File: config.mk
export PLATFORM = sky130hd
export DESIGN_NAME = phy_an_ctrl
export DESIGN_NICKNAME = d
export VERILOG_FILES = /design/src/include/phy_an_pkg.sv /design/src/rtl/phy_an_ctrl.sv
export VERILOG_INCLUDE_DIRS = /design/src /design/src/include
export SDC_FILE = /design/constraint.sdc
export NUM_CORES = 1
export LEC_CHECK = 0
export BUFFER_PORTS_ARGS = -buffer_cell sky130_fd_sc_hd__buf_2
export CORE_MARGIN = 1.5
export CORE_UTILIZATION = 40
export CTS_BUF_LIST = sky130_fd_sc_hd__clkbuf_16
export DETAILED_ROUTE_END_ITERATION = 16
export HOLD_SLACK_MARGIN = 0.05
export PLACE_DENSITY = 0.69
export SYNTH_ARGS = -nofsm -noshare
export SYNTH_HDL_FRONTEND = slang
export SYNTH_SLANG_ARGS = --single-unit
File: constraint.sdc
create_clock -name ref_clk -period 2 [get_ports ref_clk]
set_input_delay 0.2 -clock ref_clk [delete_from_list [all_inputs] [get_ports ref_clk]]
set_output_delay 0.2 -clock ref_clk [all_outputs]
set_load 0.02 [all_outputs]
File: src/include/phy_an_consts.svh
// register offsets, field positions, reset values and timing counts
// for the auto-negotiation and duplex control block.
// assumes a 100 MHz reference clock.
`ifndef PHY_AN_CONSTS_SVH
`define PHY_AN_CONSTS_SVH

// ----------------------------------------------------------------
// management register offsets
// ----------------------------------------------------------------
`define REG_CTRL 5'h00
`define REG_STAT 5'h01
`define REG_EVENT 5'h02
`define REG_RDCLR 5'h03
`define REG_LEDCFG 5'h04

// ----------------------------------------------------------------
// control register fields
// ----------------------------------------------------------------
`define CTRL_SOFT_RST_BIT 15
`define CTRL_SPEED_BIT 13
`define CTRL_AN_EN_BIT 12
`define CTRL_RESTART_BIT 9
`define CTRL_DUPLEX_BIT 8
`define CTRL_SPEED_RST 1'b1
`define CTRL_AN_EN_RST 1'b1
`define CTRL_DUPLEX_RST 1'b0

// ----------------------------------------------------------------
// status, event and read-to-clear fields
// ----------------------------------------------------------------
`define STAT_JABBER_BIT 1
`define STAT_LINK_BIT 2
`define STAT_AN_ABLE_BIT 3
`define STAT_AN_DONE_BIT 5
`define EVT_LINK_DOWN_BIT 0
`define EVT_RESTART_BIT 1
`define RDCLR_AN_DONE_BIT 0
`define LED_MODE_RST 2'h0

// ----------------------------------------------------------------
// timing
// ----------------------------------------------------------------
`define REF_CLK_PERIOD_NS 10
`define BREAK_LINK_MS 1200
`define BREAK_LINK_CYC ((`BREAK_LINK_MS * 64'd1000000) / `REF_CLK_PERIOD_NS)

`endif

File: src/include/phy_an_pkg.sv
// types shared by the auto-negotiation and duplex control block.
// assumes nothing of its surroundings.
package phy_an_pkg;

    // ----------------------------------------------------------------
    // control state
    // ----------------------------------------------------------------
    typedef enum logic [3:0]
    {
        ST_BREAK = 4'b0001,
        ST_NEGOT = 4'b0010,
        ST_LINKED = 4'b0100,
        ST_FORCED = 4'b1000
    } an_state_t;

    // ----------------------------------------------------------------
    // carriers
    // ----------------------------------------------------------------
    typedef struct packed
    {
        logic speed100;
        logic full_duplex;
    } link_mode_t;

    typedef struct packed
    {
        logic tx_act;
        logic rx_act;
    } line_act_t;

    typedef struct packed
    {
        logic wr;
        logic rd;
        logic [4:0] addr;
        logic [15:0] wdata;
    } mgmt_req_t;

endpackage

File: src/rtl/phy_an_ctrl.sv
// auto-negotiation restart, forced mode and duplex carrier control,
// with a small management register set reached through plain ports.
// assumes all inputs are synchronous to ref_clk; the negotiation engine
// and line front end sit outside and are steered through an_run/line_quiet.
`timescale 1ns/1ps
`include "phy_an_consts.svh"

module phy_an_ctrl
    import phy_an_pkg::*;
#(
    parameter int unsigned BREAK_LINK_CYC = 32'(`BREAK_LINK_CYC)
)
(
    // clock and reset
    input wire logic ref_clk,
    input wire logic rst,
    // management access
    input wire mgmt_req_t mgmt,
    output logic [15:0] mgmt_rdata,
    // negotiation engine
    input wire logic an_done,
    input wire link_mode_t an_result,
    output logic an_run,
    // line status and activity
    input wire logic link_ok,
    input wire logic jabber,
    input wire line_act_t act,
    output logic line_quiet,
    // resolved mode and carrier
    output link_mode_t op_mode,
    output logic crs,
    output logic col,
    output logic [1:0] led_mode
);

    // ----------------------------------------------------------------
    // declarations
    // ----------------------------------------------------------------
    an_state_t state_r;
    an_state_t state_nxt;
    logic [26:0] brk_cnt_r;
    logic brk_done;
    logic an_en_r;
    logic speed_r;
    logic duplex_r;
    logic restart_r;
    logic soft_rst_r;
    logic link_ll_r;
    logic jabber_lh_r;
    logic evt_link_down_r;
    logic evt_restart_r;
    logic rc_an_done_r;
    logic [1:0] led_mode_r;
    link_mode_t op_mode_r;
    logic crs_r;
    logic col_r;
    logic [15:0] rdata_r;
    logic [15:0] rdata_nxt;
    logic ctrl_wr;
    logic restart_cmd;
    logic stat_rd;
    logic link_drop;

    assign ctrl_wr = mgmt.wr && (mgmt.addr == `REG_CTRL);
    assign restart_cmd = ctrl_wr && mgmt.wdata[`CTRL_RESTART_BIT]
        && mgmt.wdata[`CTRL_AN_EN_BIT];
    assign stat_rd = mgmt.rd && (mgmt.addr == `REG_STAT);
    assign brk_done = (brk_cnt_r >= 27'(BREAK_LINK_CYC - 1));
    assign link_drop = (state_r == ST_LINKED) && !link_ok;

    // ----------------------------------------------------------------
    // control register
    // ----------------------------------------------------------------
    // soft reset is a one-cycle pulse so the bit reads back as zero
    always_ff @(posedge ref_clk or posedge rst)
    begin
        if (rst)
            soft_rst_r <= 1'b0;
        else
            soft_rst_r <= ctrl_wr && mgmt.wdata[`CTRL_SOFT_RST_BIT];
    end

    always_ff @(posedge ref_clk or posedge rst)
    begin
        if (rst)
        begin
            an_en_r <= `CTRL_AN_EN_RST;
            speed_r <= `CTRL_SPEED_RST;
            duplex_r <= `CTRL_DUPLEX_RST;
        end
        else if (soft_rst_r || ctrl_wr)
        begin
            an_en_r <= soft_rst_r ? `CTRL_AN_EN_RST : mgmt.wdata[`CTRL_AN_EN_BIT];
            speed_r <= soft_rst_r ? `CTRL_SPEED_RST : mgmt.wdata[`CTRL_SPEED_BIT];
            duplex_r <= soft_rst_r ? `CTRL_DUPLEX_RST : mgmt.wdata[`CTRL_DUPLEX_BIT];
        end
    end

    // the set from a fresh write wins over the self-clear
    always_ff @(posedge ref_clk or posedge rst)
    begin
        if (rst)
            restart_r <= 1'b0;
        else if (restart_cmd && !soft_rst_r)
            restart_r <= 1'b1;
        else if (soft_rst_r || state_r == ST_BREAK)
            restart_r <= 1'b0;
    end

    // survives soft reset: only the pin reset touches it
    always_ff @(posedge ref_clk or posedge rst)
    begin
        if (rst)
            led_mode_r <= `LED_MODE_RST;
        else if (mgmt.wr && (mgmt.addr == `REG_LEDCFG))
            led_mode_r <= mgmt.wdata[1:0];
    end

    // ----------------------------------------------------------------
    // restart state machine
    // ----------------------------------------------------------------
    always_comb
    begin
        state_nxt = state_r;
        unique case (state_r)
            ST_BREAK:
                if (brk_done)
                    state_nxt = ST_NEGOT;
            ST_NEGOT:
                if (an_done)
                    state_nxt = ST_LINKED;
            ST_LINKED:
                if (!link_ok)
                    state_nxt = ST_NEGOT;
            ST_FORCED:
                state_nxt = ST_NEGOT;
            default:
                state_nxt = ST_NEGOT;
        endcase
        if (!an_en_r)
            state_nxt = ST_FORCED;
        if (restart_cmd)
            state_nxt = ST_BREAK;
        if (soft_rst_r)
            state_nxt = ST_NEGOT;
    end

    // negotiation is enabled by default, so reset goes straight to it
    always_ff @(posedge ref_clk or posedge rst)
    begin
        if (rst)
            state_r <= ST_NEGOT;
        else
            state_r <= state_nxt;
    end

    // a restart during the break period starts the wait over
    always_ff @(posedge ref_clk or posedge rst)
    begin
        if (rst)
            brk_cnt_r <= 27'h0000000;
        else if (state_r != ST_BREAK || restart_cmd)
            brk_cnt_r <= 27'h0000000;
        else if (!brk_done)
            brk_cnt_r <= brk_cnt_r + 27'h0000001;
    end

    assign an_run = (state_r == ST_NEGOT);
    assign line_quiet = (state_r == ST_BREAK);

    // ----------------------------------------------------------------
    // operating mode and carrier
    // ----------------------------------------------------------------
    always_ff @(posedge ref_clk or posedge rst)
    begin
        if (rst)
        begin
            op_mode_r.speed100 <= `CTRL_SPEED_RST;
            op_mode_r.full_duplex <= `CTRL_DUPLEX_RST;
        end
        else if (!an_en_r)
        begin
            op_mode_r.speed100 <= speed_r;
            op_mode_r.full_duplex <= duplex_r;
        end
        else if (state_r == ST_NEGOT && an_done)
            op_mode_r <= an_result;
    end

    always_ff @(posedge ref_clk or posedge rst)
    begin
        if (rst)
        begin
            crs_r <= 1'b0;
            col_r <= 1'b0;
        end
        else if (line_quiet || restart_cmd)
        begin
            crs_r <= 1'b0;
            col_r <= 1'b0;
        end
        else if (op_mode_r.full_duplex)
        begin
            crs_r <= act.rx_act;
            col_r <= 1'b0;
        end
        else
        begin
            crs_r <= act.tx_act || act.rx_act;
            col_r <= act.tx_act && act.rx_act;
        end
    end

    // ----------------------------------------------------------------
    // latched status, events and read-to-clear
    // ----------------------------------------------------------------
    // a low link latches low; the read re-arms it with the live level
    always_ff @(posedge ref_clk or posedge rst)
    begin
        if (rst)
        begin
            link_ll_r <= 1'b0;
            jabber_lh_r <= 1'b0;
        end
        else
        begin
            if (soft_rst_r || !link_ok)
                link_ll_r <= 1'b0;
            else if (stat_rd)
                link_ll_r <= 1'b1;
            if (jabber && !soft_rst_r)
                jabber_lh_r <= 1'b1;
            else if (stat_rd || soft_rst_r)
                jabber_lh_r <= 1'b0;
        end
    end

    always_ff @(posedge ref_clk or posedge rst)
    begin
        if (rst)
        begin
            evt_link_down_r <= 1'b0;
            evt_restart_r <= 1'b0;
        end
        else
        begin
            if (link_drop && !soft_rst_r)
                evt_link_down_r <= 1'b1;
            else if (soft_rst_r || (mgmt.wr && mgmt.addr == `REG_EVENT
                && mgmt.wdata[`EVT_LINK_DOWN_BIT]))
                evt_link_down_r <= 1'b0;
            if (state_r == ST_BREAK && brk_done && !soft_rst_r)
                evt_restart_r <= 1'b1;
            else if (soft_rst_r || (mgmt.wr && mgmt.addr == `REG_EVENT
                && mgmt.wdata[`EVT_RESTART_BIT]))
                evt_restart_r <= 1'b0;
        end
    end

    always_ff @(posedge ref_clk or posedge rst)
    begin
        if (rst)
            rc_an_done_r <= 1'b0;
        else if (state_r == ST_NEGOT && an_done && !soft_rst_r)
            rc_an_done_r <= 1'b1;
        else if (soft_rst_r || (mgmt.rd && mgmt.addr == `REG_RDCLR))
            rc_an_done_r <= 1'b0;
    end

    // ----------------------------------------------------------------
    // read data
    // ----------------------------------------------------------------
    // status takes no write path at all; unmapped offsets read zero
    always_comb
    begin
        rdata_nxt = 16'h0000;
        case (mgmt.addr)
            `REG_CTRL:
            begin
                rdata_nxt[`CTRL_SPEED_BIT] = speed_r;
                rdata_nxt[`CTRL_AN_EN_BIT] = an_en_r;
                rdata_nxt[`CTRL_RESTART_BIT] = restart_r;
                rdata_nxt[`CTRL_DUPLEX_BIT] = duplex_r;
            end
            `REG_STAT:
            begin
                rdata_nxt[`STAT_JABBER_BIT] = jabber_lh_r;
                rdata_nxt[`STAT_LINK_BIT] = link_ll_r;
                rdata_nxt[`STAT_AN_ABLE_BIT] = 1'b1;
                rdata_nxt[`STAT_AN_DONE_BIT] = (state_r == ST_LINKED);
            end
            `REG_EVENT:
            begin
                rdata_nxt[`EVT_LINK_DOWN_BIT] = evt_link_down_r;
                rdata_nxt[`EVT_RESTART_BIT] = evt_restart_r;
            end
            `REG_RDCLR:
                rdata_nxt[`RDCLR_AN_DONE_BIT] = rc_an_done_r;
            default:
                rdata_nxt = 16'h0000;
        endcase
    end

    always_ff @(posedge ref_clk or posedge rst)
    begin
        if (rst)
            rdata_r <= 16'h0000;
        else if (mgmt.rd)
            rdata_r <= rdata_nxt;
    end

    assign mgmt_rdata = rdata_r;
    assign op_mode = op_mode_r;
    assign crs = crs_r;
    assign col = col_r;
    assign led_mode = led_mode_r;
endmodule // phy_an_ctrl

==> results of run 1 <==
==> cell families (layout without fill, tap and decap cells) <==
group           after synthesis  in the layout  synth area share (%)
buf+inv                      28             96                  5.13
simple gates                160            160                  29.0
compound gates               59             59                  13.6
other cells                   1              7                 0.125
flops                        56             56                  46.9
mux                          14             14                  4.76
fa+ha+maj                     1              1                 0.417
==> timing repair <==
item | in CTS | in global routing
hold buffers | 1 | 0
endpoints found under the setup margin | 14 | 20
resized for setup | 6 | 21
setup buffers | 2 | 1
gates cloned | 0 | 1
endpoints found under the hold margin | 52 | 0
pin swaps | 4 | 4
==> layer usage <==
metal | up-vias | track usage, %
met5 | - | 0
met4 | 0 | 5.87
met3 | 14 | 2.74
met2 | 68 | 33.9
met1 | 1335 | 24.5
li1 | 1310 | -
==> synth_stat cells (all sizes together), types with 2 or more instances <==
cell type / number
dfrtp: 52
nand2: 45
nor2: 23
a21oi: 19
buf: 16
nand4: 15
nand3: 13
mux2i: 12
or4: 12
o31ai: 11
nand2b: 9
nor3: 9
nor4: 8
and3: 7
clkbuf: 6
inv: 6
o21ai: 6
a22o: 5
a31oi: 5
a31o: 4
and2: 4
dfstp: 4
nand3b: 3
nor4b: 3
or4b: 3
mux2: 2
o2bb2ai: 2
==> how the worst min path moves through the flow <==
stage / startpoint / end / cells after the start
after floorplan: mgmt[13] / speed_r / 2
after global placement: rst / brk_cnt_r[19] / 3
after detailed placement: rst / brk_cnt_r[20] / 3
after CTS: mgmt[13] / speed_r / 3
after global routing: mgmt[15] / soft_rst_r / 2
final: jabber / jabber_lh_r / 3
==> cell type report <==
class / instances / area (µm²)
timing repair buffer: 82 / 587
tap: 99 / 124
inverter: 6 / 22.5
clock buffer: 5 / 125
clock inverter: 3 / 20.0
multi-input combinational: 241 / 1550
fill: 686 / 3410
sequential: 56 / 1410
==> state kept, by name, indices dropped and copies added (netlist names), 2 cells and up <==
name,cells
op_mode,2
mgmt_rdata,9
state_r,4
led_mode,2
brk_cnt_r,27
==> worst reg2reg max path, stage by stage, from the launching register on <==
cell and delay [ns]:
sky130_fd_sc_hd__dfrtp_1 0.40, sky130_fd_sc_hd__nor4_2 0.30, sky130_fd_sc_hd__buf_4 0.17, sky130_fd_sc_hd__o21ai_2 0.05, sky130_fd_sc_hd__and2_4 0.19, sky130_fd_sc_hd__buf_4 0.14
sky130_fd_sc_hd__or4_4 0.51, sky130_fd_sc_hd__a21oi_2 0.16
==> power groups by stage <==
stage / combinational (W) / sequential [W] / clock [W]
global route: 0.000335 / 0.00132 / 0.000931
finish: 0.000299 / 0.00130 / 0.000882
CTS: 0.000302 / 0.00130 / 0.000899
detailed placement: 0.000302 / 0.00132 / 0
floorplan: 0.000179 / 0.00134 / 0
global placement: 0.000297 / 0.00132 / 0
==> layout by cell type (no fill, tap or decap), types with 7 or more instances in the layout <==
master / n
sky130_fd_sc_hd__mux2i_1: 12
sky130_fd_sc_hd__o31ai_1: 10
sky130_fd_sc_hd__and3_1: 7
sky130_fd_sc_hd__conb_1: 7
sky130_fd_sc_hd__nand2_1: 44
sky130_fd_sc_hd__dfrtp_1: 51
sky130_fd_sc_hd__nand3_1: 13
sky130_fd_sc_hd__a21oi_1: 13
sky130_fd_sc_hd__nor2_1: 23
sky130_fd_sc_hd__buf_2: 39
sky130_fd_sc_hd__nand4_1: 14
sky130_fd_sc_hd__buf_4: 36
sky130_fd_sc_hd__nand2b_1: 9
sky130_fd_sc_hd__nor3_1: 8
==> stage by stage <==
step	hold WS, ns	instance area, µm²	cells
6_report	0.120	3840	492
2_1_floorplan	0.313	3030	325
3_3_place_gp	0.282	3540	479
5_1_grt	0.143	3840	492
3_5_place_dp	0.283	3540	479
4_1_cts	0.119	3730	490
==> impl_summary.log, run 1 <==
[metrics] overall overflow remaining after global route: 0
[metrics] number of nets in the final layout: 425
[metrics] Hold Violations, Final: 0
[metrics] WL/cell: 15.0 µm
[metrics] part of the total power dissipated in sequential elements: a little over half
[metrics] number of library cell types mapped by synthesis: 52
[metrics] proportion of layout cells with a drive suffix above 1: around a third
[metrics] pin count of the biggest net entering global routing: 57
[metrics] kind of path behind the tightest hold check: input pin to register
[metrics] Antenna Nets Post-Route: 0
[metrics] total detailed-routing wirelength: 7380 µm
[metrics] pre-CTS setup slack: -0.0874 ns
[metrics] number of max-slew violations in the final report: 0
[metrics] via count: 2727
[metrics] detailed-placement wirelength estimate: 5040 µm
[metrics] number of synthesized flops with an enable pin: 0
[metrics] share of total power consumed by net switching: 26.7%
[metrics] die area: roughly 8000 µm²
[metrics] required time worst endpoint: between 2 and 2.5 ns
[metrics] crit path setup slack, layout: 0.0207 ns
[metrics] critical setup path kind: register to register
[metrics] gpl congestion: 0.849
[metrics] R2R Setup Slk: around 0.021 ns
[metrics] clock tree from TritonCTS: built
[metrics] maximum level of the CTS H-tree: 2
[metrics] Synth area leaders: sky130_fd_sc_hd__dfrtp_1 (43%), sky130_fd_sc_hd__nand2_1 (5.5%), sky130_fd_sc_hd__mux2i_1 (4.0%)
[metrics] cell count after synthesis: 319
[metrics] P_leak: around 1.7 nW
[metrics] min Tclk post-route: around 2 ns
[metrics] area share of the largest cell type after synthesis: 43.4%
[metrics] routed wl met3: 240 µm
[metrics] count of inserted antenna diode cells: 0
[metrics] Die Span X: 89.6 µm
[metrics] Worst path slowest cell: sky130_fd_sc_hd__or4_4
[metrics] Net Sw Power: 0.000664 W
[metrics] remaining routing DRC violations: 0
[metrics] max cap viols: 0
[metrics] critical path launch point: brk_cnt_r[13]
[metrics] top layer in use: met4
[metrics] number of global-route vias before repair: 2599
[metrics] effective utilization at floorplan: 41.3%
[metrics] power density relative to cell area: 647 nW/µm²
[metrics] cells traversed along the worst timing path: nor4_2 > buf_4 > o21ai_2 > and2_4 > buf_4 > or4_4 > a21oi_2
[metrics] post-synthesis area per instance: approximately 9.4 µm²
[metrics] kind of start point of the critical path: register
[metrics] endpoint of the most critical register-to-register path: brk_cnt_r[21]
[metrics] CTS Root Buffer Type: sky130_fd_sc_hd__clkbuf_16
[metrics] Max Fclk: 0.505 GHz
[metrics] number of setup violations in the final report: 0
[metrics] Clock Tree Buf Depth: 2
[metrics] Yosys warning count: 0
[metrics] routed length on met2: 3820 µm
[metrics] type of element capturing the critical path: register
[metrics] die span in y: 89.6 µm
[metrics] CP most frequent cell: sky130_fd_sc_hd__buf_4
[metrics] clock sink total: 56
[metrics] post-route clock period utilization: 99.0%
[metrics] primary flip-flop cell chosen by synthesis mapping: sky130_fd_sc_hd__dfrtp_1
[metrics] stages on the worst setup path: 7
[metrics] fraction of the core area covered by cells at the end of the flow: 52.9%
[metrics] Critical Path Fanout Max: 6
[metrics] arrival time at the worst endpoint: 2.21 ns
[metrics] count of buffers from port buffering: 39
[metrics] outcome: finished clean
[metrics] Clk network pwr share: between 30% and 40%
[metrics] Cell Int Power: around 0.0018 W
[metrics] Reg2Reg Depth: 7
[metrics] proportion of synthesized chip area in sequential cells: 46.9%
[metrics] end point of the critical path: brk_cnt_r[21]
[metrics] Peak supply drop: 0.355 mV
[metrics] DRC violation total after the first TritonRoute iteration: between 100 and 150
[metrics] Num CTS Buffers: 5
[metrics] ratio of routed vias to standard cells: 5.54
[metrics] part of the power in combinational logic: 12.0%
[metrics] number of antenna violations at the first check in global routing: 0
[metrics] library cell occupying the most area in the post-synthesis netlist: sky130_fd_sc_hd__dfrtp_1
[metrics] Mapped Area: ~3000 µm²
[metrics] cell family contributing the most delay on the critical path: simple AND/OR/NAND/NOR gates
[metrics] met1 WL: between 3000 and 4000 µm
[metrics] startpoint of the lowest-slack register-to-register path: brk_cnt_r[13]
[metrics] total power draw: roughly 0.0025 W
[metrics] setup repair after global routing missed its margin: true
[metrics] placeable core region: 7250 µm²
[metrics] setup_tns: 0 ns
[metrics] Area Overhead vs Synth: 28.0%
[metrics] FP Rows: 31
[metrics] drt pass-1 iters: 4
[metrics] delay of the slowest cell on the worst path: 0.51 ns
[metrics] first-pass GRT wire length: 12100 µm
[metrics] clock network latency to the later pin of the worst-skew pair: 0.30 ns
[metrics] Seq cells post-synth: 56
[metrics] critical path buffer and inverter count: 2
[metrics] I/O pin count: 56
[metrics] clock skew after layout: 0.00476 ns
[metrics] GRT Resource Usage Total: between 10% and 20%
[metrics] clock-pin slew of the registers on the worst-case setup and hold paths: 0.07 ns
[metrics] fraction of registers with async set or reset after synthesis: between 90% and 100%
Note: power is estimated with default switching activity, not from simulation.
==> inputs of run 2 (changes only) <==
GPL_ROUTABILITY_DRIVEN = 0   (was default)
SETUP_SLACK_MARGIN = 0.1   (was default)
==> impl_summary.log, run 2 (synthesis gave the netlist of run 1 again) <==
[metrics] total area of multi-input combinational cells: 1610 µm² (was 1550 µm²)
[metrics] actual transition at the worst max-transition pin: ~0.65 ns
[metrics] relative slew slack: a little under three fifths
[metrics] number of max-slew violations in the final report: 0 (unchanged)
[metrics] DRC violation total after the first TritonRoute iteration: 151 (was 129)
[metrics] number of nets in the final layout: 437 (was 425)
[metrics] number of antenna violations at the first check in global routing: 0 (unchanged)
[metrics] count of inserted antenna diode cells: 0 (unchanged)
[metrics] required time worst endpoint: 2.23 ns (about the same)
[metrics] outcome: finished clean (unchanged)
[metrics] detailed-placement wirelength estimate: 4920 µm (was 5040 µm)
[metrics] part of the power in combinational logic: 12.2% (was 12.0%)
[metrics] clock-pin slew of the registers on the worst-case setup and hold paths: 0.08 ns (was 0.07 ns)
[metrics] effective utilization at floorplan: 41.3% (unchanged)
[metrics] fillcell total: 659 (was 686)
[metrics] Antenna Nets Post-Route: 0 (unchanged)
[metrics] Worst Hold Margin: 0.111 ns (was 0.120 ns)
[metrics] part of the total power dissipated in sequential elements: 51.2% (was 52.5%)
[metrics] Clk network pwr share: 36.6% (was 35.5%)
[metrics] Die Span X: 89.6 µm (unchanged)
[metrics] Hold Violations, Final: 0 (unchanged)
[metrics] WL/cell: 15.2 µm (was 15.0 µm)
[metrics] max cap viols: 0 (unchanged)
[metrics] post-route clock period utilization: 98.1% (was 99.0%)
[metrics] pin count of the biggest net entering global routing: 30 (was 57)
[metrics] Net Sw Power: 0.000696 W (was 0.000664 W)
[metrics] placeable core region: 7250 µm² (unchanged)
[metrics] CTS Root Buffer Type: sky130_fd_sc_hd__clkbuf_16 (unchanged)
[metrics] Worst path slowest cell: sky130_fd_sc_hd__or4_1 (was sky130_fd_sc_hd__or4_4)
[metrics] clock network latency to the later pin of the worst-skew pair: 0.30 ns (about the same)
[metrics] clock sink total: 56 (unchanged)
[metrics] first-pass GRT wire length: 11600 µm (was 12100 µm)
[metrics] critical setup path kind: register to register (unchanged)
[metrics] total area of sequential cells: 1410 µm² (about the same)
[metrics] die area: 8020 µm² (unchanged)
[metrics] number of global-route vias before repair: 2547 (was 2599)
[metrics] ratio of routed vias to standard cells: 5.57 (was 5.54)
[metrics] Area Overhead vs Synth: 34.5% (was 28.0%)
[metrics] delay of the slowest cell on the worst path: 0.50 ns (was 0.51 ns)
[metrics] Top reg by flops: brk_cnt_r (unchanged)
[metrics] cells traversed along the worst timing path: nor4_4 > o21ai_1 > and2_4 > buf_4 > or4_1 > a21oi_1 (was nor4_2 > buf_4 > o21ai_2 > and2_4 > buf_4 > or4_4 > a21oi_2)
[metrics] power density relative to cell area: 629 nW/µm² (was 647 nW/µm²)
[metrics] kind of path behind the tightest hold check: input pin to register (unchanged)
[metrics] commonest non-fill, non-tap cells in the layout: sky130_fd_sc_hd__dfrtp_1 (50), sky130_fd_sc_hd__nand2_1 (41), sky130_fd_sc_hd__buf_4 (41), sky130_fd_sc_hd__buf_2 (39), sky130_fd_sc_hd__nor2_1 (22) (was sky130_fd_sc_hd__dfrtp_1 (51), sky130_fd_sc_hd__nand2_1 (44), sky130_fd_sc_hd__buf_2 (39), sky130_fd_sc_hd__buf_4 (36), sky130_fd_sc_hd__nor2_1 (23))
[metrics] crit path setup slack, layout: 0.0372 ns (was 0.0207 ns)
[metrics] leading cell type in the layout, fill and taps excluded: sky130_fd_sc_hd__dfrtp_1 (unchanged)
[metrics] setup_tns: 0 ns (unchanged)
[metrics] die span in y: 89.6 µm (unchanged)
[metrics] Peak supply drop: 0.542 mV (was 0.355 mV)
[metrics] maximum level of the CTS H-tree: 2 (unchanged)
[metrics] clock tree from TritonCTS: built (unchanged)
[metrics] Clock Tree Buf Depth: 2 (unchanged)
[metrics] overall overflow remaining after global route: 0 (unchanged)
[metrics] total detailed-routing wirelength: 7670 µm (was 7380 µm)
[metrics] Num CTS Buffers: 5 (unchanged)
[metrics] Max Fclk: 0.509 GHz (was 0.505 GHz)
[metrics] share of total power consumed by net switching: 27.5% (was 26.7%)
[metrics] flip-flop count of the largest register, all copies and words added: 27 (unchanged)
[metrics] fraction of the core area covered by cells at the end of the flow: 55.6% (was 52.9%)
[metrics] kind of start point of the critical path: register (unchanged)
[metrics] remaining routing DRC violations: 0 (unchanged)
[metrics] Critical Path Fanout Max: 6 (unchanged)
[metrics] FP Rows: 31 (unchanged)
[metrics] drt pass-1 iters: 4 (unchanged)
[metrics] setup repair after global routing missed its margin: true (unchanged)
[metrics] pre-CTS setup slack: -0.00971 ns (was -0.0874 ns)
[metrics] GRT Resource Usage Total: 18.5% (was 19.2%)
[metrics] type of element capturing the critical path: register (unchanged)
[metrics] Inst Count DP: 476 (was 479)
[metrics] clock skew after layout: 0.00608 ns (was 0.00476 ns)
[metrics] final instance count without filler cells: 504 (was 492)
[metrics] P_leak: 1.80 nW (was 1.71 nW)
[metrics] count of buffers from port buffering: 39 (unchanged)
[metrics] arrival time at the worst endpoint: 2.19 ns (was 2.21 ns)
[metrics] Cell Int Power: 0.00184 W (was 0.00182 W)
[metrics] min Tclk post-route: 1.96 ns (was 1.98 ns)
[metrics] proportion of layout cells with a drive suffix above 1: 38.3% (was 33.3%)
[metrics] via count: 2805 (was 2727)
[metrics] number of setup violations in the final report: 0 (unchanged)
[metrics] I/O pin count: 56 (unchanged)
==> run 2: metal layers <==
metal,track usage (%),vias up,part of all wire [%]
li1,-,1331,-
met1,24.2,1375,44
met2,31.6,81,50
met3,2.93,18,4.3
met4,5.87,0,1.7
met5,0,-,0
==> run 2: power by group through the flow <==
stage | Clock [W] | Sequential [W] | Combinational, W
after floorplan | 0 | 0.00134 | 0.000179
after global placement | 0 | 0.00132 | 0.000295
after detailed placement | 0 | 0.00132 | 0.000301
after CTS | 0.000945 | 0.00130 | 0.000312
after global routing | 0.000981 | 0.00131 | 0.000347
final | 0.000928 | 0.00130 | 0.000309
==> run 2: timing repair <==
item                                    CTS  global route
setup buffers                             1            15
pin swaps                                 5             9
endpoints found under the setup margin   15            27
hold endpoints to repair                 27             0
hold buffers                              1             0
gates resized for setup                   6            38
gates cloned                              0             3
==> run 2: through the flow <==
stage                     power (W)  cell area (µm²)
after floorplan             0.00152             3030
after global placement      0.00161             3510
after detailed placement    0.00162             3510
after CTS                   0.00256             3700
after global routing        0.00264             4030
final                       0.00254             4030
==> run 2: final timing paths <==
path                               start       endpoint  slack, ns  cells after the start
max                        brk_cnt_r[19]  brk_cnt_r[10]       0.04                      6
min                               jabber    jabber_lh_r       0.11                      3
max reg2reg                brk_cnt_r[19]  brk_cnt_r[10]       0.04                      6
min reg2reg                brk_cnt_r[26]  brk_cnt_r[26]       0.49                      2
max in group asynchronous            rst        an_en_r       0.82                      4
min in group asynchronous            rst  brk_cnt_r[23]       0.53                      3
==> run 2: area by class of cell <==
| type | instances | share of cell area, % |
|---|---|---|
| clock buffers | 5 | 3.10 |
| clock inverters | 3 | 0.621 |
| inverters | 6 | 0.621 |
| multi-input cells | 241 | 40.0 |
| flip-flops and latches | 56 | 34.9 |
| well taps | 99 | 3.07 |
| repair buffers | 94 | 17.7 |
==> run 2: worst max-delay path: cells and delay by family, from the launching register on <==
family,cells,cell delay [ns]
buffers and inverters,1,0.16
AND/OR/NAND/NOR,3,1.02
AO/OA/AOI/OAI,2,0.28
flip-flops,1,0.43
==> inputs of run 3 (changes only) <==
ABC_AREA = 1   (was default)
PLACE_DENSITY = 0.68   (was 0.69)
==> impl_summary.log, run 3 <==
[metrics] FP Rows: 33 (was 31)
[metrics] post-synthesis area per instance: 7.23 µm² (was 9.40 µm²)
[metrics] via count: 3198 (was 2805)
[metrics] arrival time at the worst endpoint: 1.94 ns (was 2.19 ns)
[metrics] flip-flop count of the largest register, all copies and words added: 27 (unchanged)
[metrics] max cap viols: 0 (unchanged)
[metrics] Peak supply drop: 0.446 mV (was 0.542 mV)
[metrics] main combinational cell family by area after synthesis: simple AND/OR/NAND/NOR gates (unchanged)
[metrics] most common library cells after synthesis: sky130_fd_sc_hd__nand2_1 (137), sky130_fd_sc_hd__nor2_1 (77), sky130_fd_sc_hd__dfrtp_1 (52), sky130_fd_sc_hd__nand3_1 (52), sky130_fd_sc_hd__inv_1 (40) (was sky130_fd_sc_hd__dfrtp_1 (52), sky130_fd_sc_hd__nand2_1 (44), sky130_fd_sc_hd__nor2_1 (23))
[metrics] share of total power consumed by net switching: 27.2% (was 27.5%)
[metrics] hold_sp: mgmt[15] (was jabber)
[metrics] critical path launch point: brk_cnt_r[0] (was brk_cnt_r[19])
[metrics] maximum level of the CTS H-tree: 2 (unchanged)
[metrics] ratio of routed vias to standard cells: 5.14 (was 5.57)
[metrics] Num CTS Buffers: 5 (unchanged)
[metrics] library cell occupying the most area in the post-synthesis netlist: sky130_fd_sc_hd__dfrtp_1 (unchanged)
[metrics] kind of path behind the tightest hold check: input pin to register (unchanged)
[metrics] remaining routing DRC violations: 0 (unchanged)
[metrics] count of buffers from port buffering: 39 (unchanged)
[metrics] fraction of the mapped netlist area in compound gates: 5.58% (was 13.6%)
[metrics] part of the power in combinational logic: 13.3% (was 12.2%)
[metrics] critical setup path kind: register to register (unchanged)
[metrics] setup repair after global routing missed its margin: false (was true)
[metrics] DRC violation total after the first TritonRoute iteration: 198 (was 151)
[metrics] Max Fclk: 0.566 GHz (was 0.509 GHz)
[metrics] drt pass-1 iters: 7 (was 4)
[metrics] Critical Path Fanout Max: 16 (was 6)
[metrics] power density relative to cell area: 643 nW/µm² (was 629 nW/µm²)
[metrics] WL/cell: 13.3 µm (was 15.2 µm)
[metrics] number of setup violations in the final report: 0 (unchanged)
[metrics] Hold Violations, Final: 0 (unchanged)
[metrics] Clk network pwr share: 35.5% (was 36.6%)
[metrics] cell count after synthesis: 471 (was 319)
[metrics] GR Util met2: 32.7% (was 31.6%)
[metrics] startpoint of the lowest-slack register-to-register path: brk_cnt_r[0] (was brk_cnt_r[19])
[metrics] number of antenna violations at the first check in global routing: 0 (unchanged)
[metrics] clock tree from TritonCTS: built (unchanged)
[metrics] clock network latency to the later pin of the worst-skew pair: 0.30 ns (about the same)
[metrics] commonest non-fill, non-tap cells in the layout: sky130_fd_sc_hd__nand2_1 (137), sky130_fd_sc_hd__nor2_1 (75), sky130_fd_sc_hd__nand3_1 (52), sky130_fd_sc_hd__dfrtp_1 (52) (was sky130_fd_sc_hd__dfrtp_1 (50), sky130_fd_sc_hd__nand2_1 (41), sky130_fd_sc_hd__buf_4 (41), sky130_fd_sc_hd__buf_2 (39), sky130_fd_sc_hd__nor2_1 (22))
[metrics] met1 track utilization from global routing: 26.1% (was 24.2%)
[metrics] Cell Int Power: 0.00183 W (was 0.00184 W)
[metrics] Net Sw Power: 0.000684 W (was 0.000696 W)
[metrics] Yosys warning count: 0 (unchanged)
[metrics] Mapped Area: 3410 µm² (was 3000 µm²)
[metrics] routing usage on met3: 2.63% (was 2.93%)
[metrics] share of the synthesized netlist area taken by xor and xnor gates: 4.11% (was 0%)
[metrics] total detailed-routing wirelength: 8250 µm (was 7670 µm)
[metrics] effective utilization at floorplan: 41.5% (was 41.3%)
[metrics] overall overflow remaining after global route: 0 (unchanged)
[metrics] number of nets in the final layout: 549 (was 437)
[metrics] type of element capturing the critical path: register (unchanged)
[metrics] placeable core region: 8220 µm² (was 7250 µm²)
[metrics] number of max-slew violations in the final report: 0 (unchanged)
[metrics] Synth area leaders: sky130_fd_sc_hd__dfrtp_1 (38%), sky130_fd_sc_hd__nand2_1 (15%), sky130_fd_sc_hd__nor2_1 (8.5%) (was sky130_fd_sc_hd__dfrtp_1 (43%), sky130_fd_sc_hd__nand2_1 (5.5%), sky130_fd_sc_hd__mux2i_1 (4.0%))
[metrics] cell with the most instances after synthesis: sky130_fd_sc_hd__nand2_1 (was sky130_fd_sc_hd__dfrtp_1)
[metrics] post-route clock period utilization: 88.3% (was 98.1%)
[metrics] proportion of synthesized chip area in sequential cells: 41.3% (was 46.9%)
[metrics] setup_tns: 0 ns (unchanged)
[metrics] fraction of registers with async set or reset after synthesis: 100% (unchanged)
[metrics] min Tclk post-route: 1.77 ns (was 1.96 ns)
[metrics] required time worst endpoint: 2.17 ns (was 2.23 ns)
[metrics] GRT Resource Usage Total: 19.6% (was 18.5%)
[metrics] Clock Tree Buf Depth: 2 (unchanged)
[metrics] die area: 9080 µm² (was 8020 µm²)
[metrics] I/O pin count: 56 (unchanged)
[metrics] fraction of the core area covered by cells at the end of the flow: 47.6% (was 55.6%)
[metrics] CTS Root Buffer Type: sky130_fd_sc_hd__clkbuf_16 (unchanged)
[metrics] pin count of the biggest net entering global routing: 37 (was 30)
[metrics] total power draw: 0.00251 W (was 0.00254 W)
[metrics] Top reg by flops: brk_cnt_r (unchanged)
[metrics] Antenna Nets Post-Route: 0 (unchanged)
[metrics] outcome: finished clean (unchanged)
[metrics] count of inserted antenna diode cells: 0 (unchanged)
[metrics] Synth Area in Simple Gates: 39.2% (was 29.0%)
[metrics] part of the total power dissipated in sequential elements: 51.1% (was 51.2%)
[metrics] leading cell type in the layout, fill and taps excluded: sky130_fd_sc_hd__nand2_1 (was sky130_fd_sc_hd__dfrtp_1)
[metrics] number of global-route vias before repair: 3023 (was 2547)
[metrics] number of synthesized flops with an enable pin: 0 (unchanged)
[metrics] die span in y: 95.3 µm (was 89.6 µm)
[metrics] detailed-placement wirelength estimate: 6110 µm (was 4920 µm)
[metrics] proportion of layout cells with a drive suffix above 1: 16.2% (was 38.3%)
[metrics] clock skew after layout: 0.0106 ns (was 0.00608 ns)
[metrics] number of library cell types mapped by synthesis: 39 (was 52)
[metrics] clock sink total: 56 (unchanged)
[metrics] adder and majority gate portion of the synthesized area: 0.367% (was 0.417%)
[metrics] Die Span X: 95.3 µm (was 89.6 µm)
[metrics] fillcell total: 809 (was 659)
[metrics] share of cell area taken by muxes after synthesis: 0.661% (was 4.76%)
[metrics] P_leak: 1.90 nW (was 1.80 nW)
[metrics] kind of start point of the critical path: register (unchanged)
[metrics] Area Overhead vs Synth: 14.7% (was 34.5%)
[metrics] most utilized layer in the global route result: met2 (unchanged)
[metrics] first-pass GRT wire length: 14000 µm (was 11600 µm)
[metrics] area share of the largest cell type after synthesis: 38.2% (was 43.4%)
[metrics] Seq cells post-synth: 56 (unchanged)
[metrics] primary flip-flop cell chosen by synthesis mapping: sky130_fd_sc_hd__dfrtp_1 (unchanged)
[metrics] clock-pin slew of the registers on the worst-case setup and hold paths: 0.08 ns (about the same)
-- run 3: cell types whose count changed in the layout (fill, tap and decap cells not counted), sizes merged, moves of 13 or more --
cell	before	now
inv	8	45
nand2	45	141
a21oi	19	6
nand3	13	54
xor2	0	14
buf	91	51
nor2	23	81
-- run 3: final cells by class --
class / count / area (µm²) / share of cell area [%]
clock inverters: 3 / 25.0 / 0.640
inverters: 43 / 164 / 4.19
clock buffers: 5 / 125 / 3.20
well taps: 105 / 131 / 3.36
repair buffers: 52 / 312 / 7.97
flip-flops and latches: 56 / 1410 / 36.0
multi-input cells: 358 / 1750 / 44.7
-- run 3: power by group through the flow --
stage | clock [W] | sequential (W) | combinational (W)
after floorplan | 0 | 0.00133 | 0.000197
after global placement | 0 | 0.00130 | 0.000324
after detailed placement | 0 | 0.00131 | 0.000335
after CTS | 0.000918 | 0.00129 | 0.000340
after global routing | 0.000965 | 0.00129 | 0.000374
final | 0.000894 | 0.00129 | 0.000336
-- run 3: kinds of logic (layout without fill, tap and decap cells) --
kind of cell / Yosys count / after routing
compound gates: 31 / 31
mux: 2 / 2
simple gates: 301 / 301
xor+xnor: 16 / 16
flops: 56 / 56
buf+inv: 63 / 103
other cells: 1 / 7
fa+ha+maj: 1 / 1
-- run 3: path summary, 6_finish.rpt --
check / end / slack (ns) / cells past startpoint
hold reg to reg: mgmt_rdata[12] / 0.50 / 2
setup / recovery: brk_cnt_r[8] / 0.23 / 10
max in group asynchronous: state_r[1] / 0.91 / 4
min in group asynchronous: soft_rst_r / 0.46 / 3
hold / removal: soft_rst_r / 0.11 / 3
setup reg to reg: brk_cnt_r[8] / 0.23 / 10
-- run 3: what timing repair did --
action / 4_1_cts / 5_1_grt
hold endpoints to repair: 17 / 0
hold buffers: 1 / 0
resized for setup: 0 / 7
buffers inserted: 0 / 0
setup endpoints to repair: 0 / 24
-- run 3: critical path, cell delays in order (launching register included) --
cell,delay (ns)
sky130_fd_sc_hd__dfrtp_1,0.38
sky130_fd_sc_hd__ha_1,0.23
sky130_fd_sc_hd__nand3_2,0.14
sky130_fd_sc_hd__nor2_4,0.06
sky130_fd_sc_hd__nand2_1,0.07
sky130_fd_sc_hd__nor2_2,0.05
sky130_fd_sc_hd__nor2_4,0.23
sky130_fd_sc_hd__nand2_8,0.15
sky130_fd_sc_hd__buf_6,0.19
sky130_fd_sc_hd__nand3_1,0.07
sky130_fd_sc_hd__nand2_1,0.07
-- run 3: metal layers --
metal  vias up  share of wire, %
met3        17               4.3
li1       1589                 -
met5         -                 0
met2        94                47
met4         0               1.4
met1      1498                47
-- run 3: metrics by stage --
stage	cells	setup slack [ns]	hold slack [ns]	instance area (µm²)
2_1_floorplan	477	0.143	0.306	3430
3_3_place_gp	613	0.0623	0.237	3720
3_5_place_dp	613	0.0278	0.251	3720
4_1_cts	622	0.139	0.105	3880
5_1_grt	622	0.104	0.120	3910
6_report	622	0.234	0.111	3910
